`src/design/bpwm_pkg.sv`:
```
/*
  Package of the bidirectional PWM clock and protection block: register map,
  reset values, timing figures, comparator bundle and state encodings.
  Assumes a single 100 MHz clock and a classic Wishbone slave port.
*/
package bpwm_pkg;

  // Register byte offsets on the 32-bit Wishbone bus.
  localparam logic [7:0] OFF_CTRL = 8'h00;
  localparam logic [7:0] OFF_DUTY = 8'h04;
  localparam logic [7:0] OFF_PHASE = 8'h08;
  localparam logic [7:0] OFF_STATE = 8'h0c;
  localparam logic [7:0] OFF_IRQ_STAT = 8'h10;
  localparam logic [7:0] OFF_IRQ_CLR = 8'h14;
  localparam logic [7:0] OFF_IRQ_EN = 8'h18;

  // Field widths and positions.
  localparam int PER_W = 12;
  localparam int PCT_W = 7;
  localparam int EVT_W = 5;
  localparam int DUTY_CMD_LSB = 0;
  localparam int DUTY_CEIL_LSB = 8;

  // Event bit positions in the interrupt registers.
  localparam int EVT_FAULT = 0;
  localparam int EVT_OVERTEMP = 1;
  localparam int EVT_NEG = 2;
  localparam int EVT_PEAK = 3;
  localparam int EVT_ROLE = 4;

  // Switching rate limits, with period counts derived from the clock rate.
  localparam longint CLK_HZ = 100000000;
  localparam longint F_MIN_HZ = 50000;
  localparam longint F_MAX_HZ = 300000;
  localparam logic [PER_W-1:0] PER_MAX = PER_W'(CLK_HZ / F_MIN_HZ);
  localparam logic [PER_W-1:0] PER_MIN = PER_W'((CLK_HZ + F_MAX_HZ - 1) / F_MAX_HZ);

  // Duty ceiling and percent scale.
  localparam logic [PCT_W-1:0] DUTY_MAX_PCT = 7'h61;
  localparam logic [PCT_W-1:0] PCT_FULL = 7'h64;

  // Reset values.
  localparam logic [PER_W-1:0] RST_PERIOD = 12'h3e8;
  localparam logic [PCT_W-1:0] RST_CMD = 7'h00;
  localparam logic [PCT_W-1:0] RST_CEIL = 7'h7f;
  localparam logic [PER_W-1:0] RST_PHASE = 12'h000;
  localparam logic [EVT_W-1:0] RST_EVT = 5'h00;

  // Comparator results coming from the analog front end, one bit each.
  typedef struct packed {
    logic en_ok;
    logic role_hi;
    logic role_lo;
    logic fault_ok;
    logic ot_trip;
    logic ot_cool;
    logic mode_high;
    logic neg_valley;
    logic peak_lim;
    logic sync_in;
  } bpwm_cmp_s;

  // Drive outputs towards the half-bridge gate driver.
  typedef struct packed {
    logic high_side_drive;
    logic low_side_drive;
  } bpwm_drive_s;

  typedef enum logic [2:0] {
    ROLE_MASTER = 3'b001,
    ROLE_SLAVE = 3'b010,
    ROLE_SHIFT = 3'b100
  } bpwm_role_e;

  typedef enum logic [1:0] {
    ST_OFF = 2'b01,
    ST_RUN = 2'b10
  } bpwm_state_e;

endpackage

```
`src/design/bpwm_ctrl.sv`:
```
/*
  Switching clock selection and protection logic of a bidirectional buck/boost
  PWM controller, with a classic Wishbone register slave and one interrupt.
  Assumes all comparator inputs are asynchronous, the SYNC pin is open drain
  with an external pull-up, and CLOCK runs at 100 MHz.
*/
// Summary of operation
// In buck, a negative valley comparator result drops the low-side drive immediately.
// Switching period is programmable, clamped between the 50 kHz and 300 kHz settings.
// Role input high or floating makes us master, driving our clock out open drain.
// The master clock on the sync pin has equal high and low halves.
// Role input low makes the sync pin an input and we follow it in phase.
// Intermediate role input follows the external clock delayed by a programmed shift.
// Duty ceiling programmable up to 97 percent, defaulting to 97 when out of range.
// While fault input is low, both drives are low and soft start is discharged.
// When the fault input returns high, switching resumes.
// Over-temperature stops switching, drives low, discharges soft start; supply stays up.
// Over-temperature clears at the lower hysteresis point and the loop restarts.
// Mode input low selects boost, high selects buck.
// Mode may change only while shut down, faulted, over-temperature or under-voltage.
// Limit threshold selection follows the mode: buck peak plus valley, boost higher peak.
// The peak current limit acts identically in buck and boost.
// A slave's free-running rate should be near but not equal to the supplied clock.
// Mode is captured on the fault rising edge and held until next disable.
// Every analog comparator result is synchronised before the logic uses it.
// A role change takes effect only at the next switching period boundary.
module bpwm_ctrl
(
  input wire logic CLOCK,
  input wire logic RST,
  input wire logic CE,
  input wire logic WB_CYC_I,
  input wire logic WB_STB_I,
  input wire logic WB_WE_I,
  input wire logic [7:0] WB_ADR_I,
  input wire logic [3:0] WB_SEL_I,
  input wire logic [31:0] WB_DAT_I,
  output logic [31:0] WB_DAT_O,
  output logic WB_ACK_O,
  input wire bpwm_pkg::bpwm_cmp_s CMP_IN,
  output logic SYNC_O,
  output logic SYNC_OE,
  output bpwm_pkg::bpwm_drive_s DRIVE,
  output logic SS_DISCHARGE,
  output logic BOOST_THRESH_SEL,
  output logic IRQ
);
  import bpwm_pkg::*;

  // State of the block. Every flop below freezes while CE is low, so a paused
  // clock enable stretches the switching period rather than corrupting it.
  // The drive outputs and the sync pin enable are registered so that they
  // can never glitch while the decode logic settles.
  bpwm_cmp_s cmp_s1_q;
  bpwm_cmp_s cmp_q;
  logic sync_prev_q;
  logic fault_prev_q;
  logic [PER_W-1:0] rate_q;
  logic [PCT_W-1:0] cmd_q;
  logic [PCT_W-1:0] ceil_q;
  logic [PER_W-1:0] phase_q;
  logic [EVT_W-1:0] stat_q;
  logic [EVT_W-1:0] irq_en_q;
  logic ack_q;
  logic [31:0] rdata_q;
  bpwm_state_e state_q;
  logic buck_q;
  logic ot_q;
  bpwm_role_e role_q;
  bpwm_role_e role_sel;
  logic [PER_W-1:0] cnt_q;
  logic [PER_W-1:0] period_q;
  logic [PER_W-1:0] dly_q;
  logic dly_run_q;
  logic peak_cut_q;
  bpwm_drive_s drive_q;
  logic sync_oe_q;

  // Clamps a requested period to the legal switching range.
  function automatic logic [PER_W-1:0] clamp_period(input logic [PER_W-1:0] p);
    logic [PER_W-1:0] r;
    r = p;
    if (p < PER_MIN)
    begin
      r = PER_MIN;
    end
    else if (p > PER_MAX)
    begin
      r = PER_MAX;
    end
    return r;
  endfunction

  // Limits a percentage to the internal maximum duty.
  function automatic logic [PCT_W-1:0] clamp_pct(input logic [PCT_W-1:0] p);
    return (p > DUTY_MAX_PCT) ? DUTY_MAX_PCT : p;
  endfunction

  // Two-stage synchroniser on every comparator result and the sync pin.
  // The comparators switch at any time, so only the second stage may be read
  // by logic; the first stage may go metastable and is never used elsewhere.
  // This adds two cycles of latency to every protection response.
  always_ff @(posedge CLOCK or posedge RST)
  begin
    if (RST)
    begin
      cmp_s1_q <= '0;
      cmp_q <= '0;
    end
    else if (CE)
    begin
      cmp_s1_q <= CMP_IN;
      cmp_q <= cmp_s1_q;
    end
  end

  // Bus decode and register selection.
  // A request is taken only while no acknowledge is pending, so a master that
  // keeps its strobe high for one extra cycle is not served twice.
  // Unmapped addresses read as zero and ignore writes.
  wire bus_req = WB_CYC_I && WB_STB_I && !ack_q;
  wire bus_wr = bus_req && WB_WE_I;
  wire wr_ctrl = bus_wr && (WB_ADR_I == OFF_CTRL);
  wire wr_duty = bus_wr && (WB_ADR_I == OFF_DUTY);
  wire wr_phase = bus_wr && (WB_ADR_I == OFF_PHASE);
  wire wr_clr = bus_wr && (WB_ADR_I == OFF_IRQ_CLR) && WB_SEL_I[0];
  wire wr_en = bus_wr && (WB_ADR_I == OFF_IRQ_EN) && WB_SEL_I[0];
  wire [PCT_W-1:0] ceil_eff = clamp_pct(ceil_q);
  wire [PCT_W-1:0] cmd_eff = (cmd_q < ceil_eff) ? cmd_q : ceil_eff;
  wire [31:0] state_word = {24'h000000, 1'b0, role_q, ot_q, buck_q, state_q};
  wire [31:0] rd_mux =
    (WB_ADR_I == OFF_CTRL) ? {20'h00000, rate_q} :
    (WB_ADR_I == OFF_DUTY) ? {17'h00000, ceil_q, 1'b0, cmd_q} :
    (WB_ADR_I == OFF_PHASE) ? {20'h00000, phase_q} :
    (WB_ADR_I == OFF_STATE) ? state_word :
    (WB_ADR_I == OFF_IRQ_STAT) ? {27'h0000000, stat_q} :
    (WB_ADR_I == OFF_IRQ_EN) ? {27'h0000000, irq_en_q} : 32'h00000000;

  // Register writes honour byte enables; ack follows one cycle after the request.
  // Read data is registered together with the acknowledge and is zero at all
  // other times. Rate and phase writes take effect only at a period boundary
  // or at the next sync edge, so software may change them while switching.
  always_ff @(posedge CLOCK or posedge RST)
  begin
    if (RST)
    begin
      rate_q <= RST_PERIOD;
      cmd_q <= RST_CMD;
      ceil_q <= RST_CEIL;
      phase_q <= RST_PHASE;
      irq_en_q <= RST_EVT;
      ack_q <= 1'b0;
      rdata_q <= 32'h00000000;
    end
    else if (CE)
    begin
      ack_q <= bus_req;
      rdata_q <= bus_req ? rd_mux : 32'h00000000;
      if (wr_ctrl && WB_SEL_I[0])
      begin
        rate_q[7:0] <= WB_DAT_I[7:0];
      end
      if (wr_ctrl && WB_SEL_I[1])
      begin
        rate_q[PER_W-1:8] <= WB_DAT_I[PER_W-1:8];
      end
      if (wr_duty && WB_SEL_I[0])
      begin
        cmd_q <= WB_DAT_I[DUTY_CMD_LSB +: PCT_W];
      end
      if (wr_duty && WB_SEL_I[1])
      begin
        ceil_q <= WB_DAT_I[DUTY_CEIL_LSB +: PCT_W];
      end
      if (wr_phase && WB_SEL_I[0])
      begin
        phase_q[7:0] <= WB_DAT_I[7:0];
      end
      if (wr_phase && WB_SEL_I[1])
      begin
        phase_q[PER_W-1:8] <= WB_DAT_I[PER_W-1:8];
      end
      if (wr_en)
      begin
        irq_en_q <= WB_DAT_I[EVT_W-1:0];
      end
    end
  end

  // Enable and protection decode.
  wire run_ok = cmp_q.en_ok && cmp_q.fault_ok && !ot_q;
  wire start_run = (state_q == ST_OFF) && run_ok;
  wire fault_rise = cmp_q.fault_ok && !fault_prev_q;

  // Run state, over-temperature latch with hysteresis and mode capture.
  // The trip comparator wins over the cool comparator, so a noisy sensor near
  // the lower point cannot release the latch while it is still hot.
  // The mode is sampled only while off, when switching starts or the fault
  // input rises, never while running, so a mode input that moves during
  // operation cannot flip the converter.
  always_ff @(posedge CLOCK or posedge RST)
  begin
    if (RST)
    begin
      state_q <= ST_OFF;
      ot_q <= 1'b0;
      buck_q <= 1'b0;
      fault_prev_q <= 1'b0;
    end
    else if (CE)
    begin
      fault_prev_q <= cmp_q.fault_ok;
      if (cmp_q.ot_trip)
      begin
        ot_q <= 1'b1;
      end
      else if (cmp_q.ot_cool)
      begin
        ot_q <= 1'b0;
      end
      if (start_run || ((state_q == ST_OFF) && fault_rise))
      begin
        buck_q <= cmp_q.mode_high;
      end
      unique case (state_q)
        ST_OFF: state_q <= run_ok ? ST_RUN : ST_OFF;
        ST_RUN: state_q <= run_ok ? ST_RUN : ST_OFF;
      endcase
    end
  end

  // Role decode from the two role comparators, floating reads as master.
  // The decoded role is applied only at a wrap, so a change never truncates
  // the drive pulse of the period in progress.
  assign role_sel = cmp_q.role_hi ? ROLE_MASTER :
                    cmp_q.role_lo ? ROLE_SLAVE : ROLE_SHIFT;

  // Period timing and external synchronisation.
  // A slave restarts its period on each synchronised rising edge of the sync
  // pin and otherwise free-runs, so a lost external clock only slows it down
  // to its own programmed rate instead of stopping the converter.
  wire sync_rise = cmp_q.sync_in && !sync_prev_q;
  wire ext_start = (role_q == ROLE_SLAVE) ? sync_rise :
                   (role_q == ROLE_SHIFT) ? (dly_run_q && (dly_q <= 12'h001)) : 1'b0;
  wire wrap = (cnt_q >= period_q - 12'h001) || ext_start;
  wire [19:0] cnt_scaled = 20'(cnt_q) * 20'(PCT_FULL);
  wire [19:0] on_scaled = 20'(cmd_eff) * 20'(period_q);
  wire pwm_on = (cnt_scaled < on_scaled) && !peak_cut_q;
  wire running = (state_q == ST_RUN) && run_ok;
  wire hs_d = running && (buck_q ? pwm_on : !pwm_on);
  wire ls_d = running && (buck_q ? (!pwm_on && !cmp_q.neg_valley) : pwm_on);

  // Period counter, boundary updates, phase delay and peak cut-off.
  // The period is clamped when it is loaded, so a rate outside the legal
  // range is never used even for one period. A peak limit trip ends the
  // on time for the rest of the current period only.
  always_ff @(posedge CLOCK or posedge RST)
  begin
    if (RST)
    begin
      cnt_q <= 12'h000;
      period_q <= RST_PERIOD;
      role_q <= ROLE_MASTER;
      sync_prev_q <= 1'b0;
      dly_q <= 12'h000;
      dly_run_q <= 1'b0;
      peak_cut_q <= 1'b0;
    end
    else if (CE)
    begin
      sync_prev_q <= cmp_q.sync_in;
      if (wrap)
      begin
        cnt_q <= 12'h000;
        period_q <= clamp_period(rate_q);
        role_q <= role_sel;
        peak_cut_q <= 1'b0;
      end
      else
      begin
        cnt_q <= cnt_q + 12'h001;
        if (cmp_q.peak_lim)
        begin
          peak_cut_q <= 1'b1;
        end
      end
      if (sync_rise && (role_q == ROLE_SHIFT))
      begin
        dly_q <= phase_q;
        dly_run_q <= 1'b1;
      end
      else if (dly_run_q)
      begin
        dly_q <= dly_q - 12'h001;
        dly_run_q <= (dly_q > 12'h001);
      end
    end
  end

  // Drive and open-drain clock outputs, all from flip-flops.
  // The sync pin is pulled low during the second half of each period, which
  // gives equal high and low halves with the external pull-up.
  always_ff @(posedge CLOCK or posedge RST)
  begin
    if (RST)
    begin
      drive_q <= '0;
      sync_oe_q <= 1'b0;
    end
    else if (CE)
    begin
      drive_q.high_side_drive <= hs_d;
      drive_q.low_side_drive <= ls_d;
      sync_oe_q <= (role_q == ROLE_MASTER) && (cnt_q >= (period_q >> 1));
    end
  end

  // Event capture: hardware set wins over a software clear in the same cycle.
  // Each event is a single-cycle pulse or a level; the sticky status keeps
  // it until software writes a one to the matching clear bit.
  wire [EVT_W-1:0] evt_set;
  assign evt_set[EVT_FAULT] = !cmp_q.fault_ok && fault_prev_q;
  assign evt_set[EVT_OVERTEMP] = cmp_q.ot_trip && !ot_q;
  assign evt_set[EVT_NEG] = running && buck_q && cmp_q.neg_valley;
  assign evt_set[EVT_PEAK] = running && cmp_q.peak_lim;
  assign evt_set[EVT_ROLE] = wrap && (role_sel != role_q);

  always_ff @(posedge CLOCK or posedge RST)
  begin
    if (RST)
    begin
      stat_q <= RST_EVT;
    end
    else if (CE)
    begin
      stat_q <= (stat_q & ~(wr_clr ? WB_DAT_I[EVT_W-1:0] : RST_EVT)) | evt_set;
    end
  end

  // Output assignments.
  // The sync data is always low: the pin is open drain and only its enable
  // toggles. The interrupt is a level that stays high while any enabled
  // status bit remains set.
  assign WB_ACK_O = ack_q;
  assign WB_DAT_O = rdata_q;
  assign DRIVE = drive_q;
  assign SYNC_O = 1'b0;
  assign SYNC_OE = sync_oe_q;
  assign SS_DISCHARGE = (state_q == ST_OFF);
  assign BOOST_THRESH_SEL = !buck_q;
  assign IRQ = |(stat_q & irq_en_q);

endmodule

```
`config.mk`:
```
export PLATFORM = sky130hd
export DESIGN_NAME = bpwm_ctrl
export DESIGN_NICKNAME = d
export VERILOG_FILES = /design/src/design/bpwm_pkg.sv /design/src/design/bpwm_ctrl.sv
export SDC_FILE = /design/constraint.sdc
export NUM_CORES = 1
export LEC_CHECK = 0
export ABC_AREA = 1
export BUFFER_PORTS_ARGS = -buffer_cell sky130_fd_sc_hd__buf_4
export CORE_ASPECT_RATIO = 2
export CORE_MARGIN = 2
export CORE_UTILIZATION = 65
export DETAILED_ROUTE_END_ITERATION = 12
export PLACE_DENSITY = 0.95
export SYNTH_ARGS = -nofsm -noshare
export SYNTH_HDL_FRONTEND = slang
export SYNTH_SLANG_ARGS = --single-unit
```
`constraint.sdc`:
```
create_clock -name CLOCK -period 21.1 [get_ports CLOCK]
set_input_delay 1.055 -clock CLOCK [delete_from_list [all_inputs] [get_ports CLOCK]]
set_output_delay 1.055 -clock CLOCK [all_outputs]
set_load 0.1 [all_outputs]
```
==> impl_metrics.json <==
{
  "status": "finished, final reports clean",
  "dp_slack_ps": 13000,
  "drive_gt1_share_pct": 9.50,
  "p_comb_share_pct": 42.9,
  "grt_pass1_vias": 10700,
  "cp.arrival_ps": 8790,
  "track_usage_pct": 37.0,
  "setup_ws_ps": 12640,
  "cp_common_cell": "nand2_1",
  "hold_depth": 2,
  "avgViaCountPerCell": 6.19,
  "max_freq_mhz": 118,
  "place_inst": 1617,
  "p_switching_w": 0.000510,
  "yosysTopAreaCell": "dfrtp_1",
  "slowest_stage": "dfstp_2",
  "syn_area_sq_um": 11100,
  "antenna_found_initial": 0,
  "final_util_pct": 73.2,
  "hold_path.class": "reg -> reg",
  "ant_nets": 0,
  "hold_path_startpoint": "cmp_s1_q[9]",
  "die_w_um": 96.4,
  "synth_cells": 1378,
  "crit_type": "reg -> reg",
  "cts-root-buf": "clkbuf_16",
  "num_io_pins": 100,
  "clock_sinks": 134,
  "clock_latency_ps": 440,
  "yosysSeqAreaShare_pct": 30.4,
  "fin_nets": 1672,
  "timing.rr.start": "ceil_q[2]",
  "worst_slew_pin_slew_ps": 1240,
  "drtIter0Drc": 782,
  "critical_path.max_stage_delay_ps": 570,
  "grt_max_degree": 77,
  "rsz0062_at_grt": "false",
  "path_clk_slew_ps": 60,
  "fin_worst_skew_ps": 11.4,
  "yosys_most_used_dff": "dfrtp_1",
  "worstSetupStartpointType": "flop",
  "die_h_um": 189,
  "synth_edf_count": 0,
  "clock_path_buffers": 2,
  "p_per_area_nw_per_um2": 97.5,
  "synth_most_common_cell": "nand2_1",
  "r2r-end": "DRIVE[0]",
  "switching_share_pct": 42.6,
  "antenna_cells": 0,
  "synthTopCellsByArea": "dfrtp_1 25%, ha_1 14%, fa_1 10%",
  "maxCapViolCount": 0,
  "synth_warnings": 0,
  "yosysTopAreaCellShare_pct": 25.5,
  "tns_ps": 0,
  "via_count": 10200,
  "netlist-cell-type-count": 51,
  "crit_fanout": 13,
  "cp_data_required_time_ps": 21430,
  "numCtsBuffers": 17,
  "worstRegToRegCells": 38,
  "slew_viol_final": 0,
  "netlist_top_cells_count": "277 x nand2_1, 204 x inv_1, 140 x o21ai_0, 127 x ha_1, 125 x nor2_1",
  "port_buffers": 62,
  "p_clk_share_pct": 27.7,
  "cts.hold.buffers_added": 0,
  "synth.avg_cell_area_sq_um": 8.05,
  "design.core.area_sq_um": 16800,
  "critPathCaptureType": "flop",
  "dieArea_sq_um": 18200,
  "p_seq_share_pct": 29.4,
  "finalHoldViolCount": 0,
  "stdcell_count": 1649,
  "rows": 67,
  "grt_overflow_total": 0,
  "min_period_ps": 8460,
  "internal_power_w": 0.000686,
  "min_period_over_period_pct": 40.1,
  "start_util_pct": 66.2,
  "p_leak_nw": 6.33,
  "cts_resized": 0,
  "tritoncts": "yes",
  "whs_endpoint": "cmp_s1_q[9]",
  "yosys_register_bits": 134,
  "regArea_sq_um": 3380,
  "async_flop_share_pct": 100,
  "nFillCells": 1089,
  "grt_pass1_wl_mm": 51.1,
  "post_cts_buffers": 0,
  "h-tree-depth": 4,
  "drt_wl_total_mm": 31.4,
  "final-setup-viol-count": 0,
  "multi_input_area_sq_um": 6680,
  "gp_congestion": 0.995,
  "reg2reg_slack_ps": 12640,
  "slew_headroom_pct": 17.1,
  "drc_errors": 0,
  "hpwl_mm": 23.5,
  "peakVddDrop_mv": 0.0989,
  "syn_to_final_growth_pct": 10.5,
  "dr.pass1.iters": 10,
  "wl_per_cell_um": 19.0
}
-- state kept, by name, summed over array words and instances (netlist names), 2 cells and up --
name and flops:
stat_q 5, cmd_q 7, irq_en_q 5, cmp_q 10
cnt_q 12, role_q 3, ceil_q 7, WB_DAT_O 15
cmp_s1_q 10, phase_q 12, period_q 12, state_q 2
DRIVE 2, rate_q 12, dly_q 12
-- metal layers --
metal / wire [um] / part of all wire (%) / GRT usage (%)
met1: 9710 / 31 / 35.8
met2: 16400 / 52 / 64.1
met3: 1860 / 5.9 / 6.24
met4: 3410 / 11 / 32.8
met5: 0 / 0 / 0
-- power groups by stage --
stage | Clock, W | Sequential, W | Combinational (W)
after floorplan | 0 | 0.000335 | 0.000371
after global placement | 0 | 0.000349 | 0.000458
after detailed placement | 0 | 0.000351 | 0.000492
after CTS | 0.000328 | 0.000348 | 0.000502
after global routing | 0.000341 | 0.000356 | 0.000574
final | 0.000331 | 0.000352 | 0.000514
-- worst max path at each step --
stage                    from        to  cells after the start
floorplan           ceil_q[2]  DRIVE[0]                     39
global placement    ceil_q[1]  DRIVE[0]                     38
detailed placement  ceil_q[2]  DRIVE[0]                     38
CTS                 ceil_q[2]  DRIVE[0]                     38
global route        ceil_q[2]  DRIVE[0]                     38
finish              ceil_q[2]  DRIVE[0]                     38
-- cell families after synthesis --
group / Yosys count / share of synthesized area, %
buffers and inverters: 266 / 9.93
AND/OR/NAND/NOR: 479 / 17.6
multiplexers: 3 / 0.304
AO/OA/AOI/OAI: 267 / 13.8
XOR/XNOR: 45 / 3.55
other: 1 / 0.0338
flip-flops: 134 / 30.4
adder cells (fa/ha/maj): 183 / 24.4
-- placed cells by master (no fill, tap or decap), types with 8 or more instances in the layout --
master / count
conb_1: 18
inv_2: 8
dfstp_2: 21
xor2_1: 37
nor3_1: 17
xnor2_1: 8
o21ai_0: 140
a21oi_1: 58
clkbuf_16: 17
fa_1: 56
nand3_1: 37
nand2_1: 277
nand4_1: 10
nor2_1: 125
inv_1: 203
ha_1: 127
buf_4: 64
a211oi_1: 9
dfrtp_1: 113
-- per-stage QoR --
step                power, W  hold slack, ps  area, sq um
CTS                  0.00118             473        12300
detailed placement  0.000843             460        11600
finish               0.00120             471        12300
global placement    0.000807             456        11600
floorplan           0.000707             442        11200
global route         0.00127             501        12300
-- cell type report --
cell class / instances / share of cell area [%]
timing repair buffer: 64 / 3.92
clock buffer: 18 / 3.50
clock inverter: 14 / 1.82
multi-input combinational: 995 / 54.5
tap: 207 / 2.11
sequential: 134 / 27.5
inverter: 217 / 6.66
-- worst max-delay path: cells and delay by family, from the launching register on --
| kind | cells | cell delay [ps] |
|---|---|---|
| AO/OA/AOI/OAI | 9 | 2240 |
| XOR/XNOR | 1 | 370 |
| adder cells (fa/ha/maj) | 7 | 2910 |
| buffers and inverters | 5 | 470 |
| flip-flops | 1 | 570 |
| AND/OR/NAND/NOR | 16 | 1790 |
Note: power is estimated with default switching activity, not from simulation.
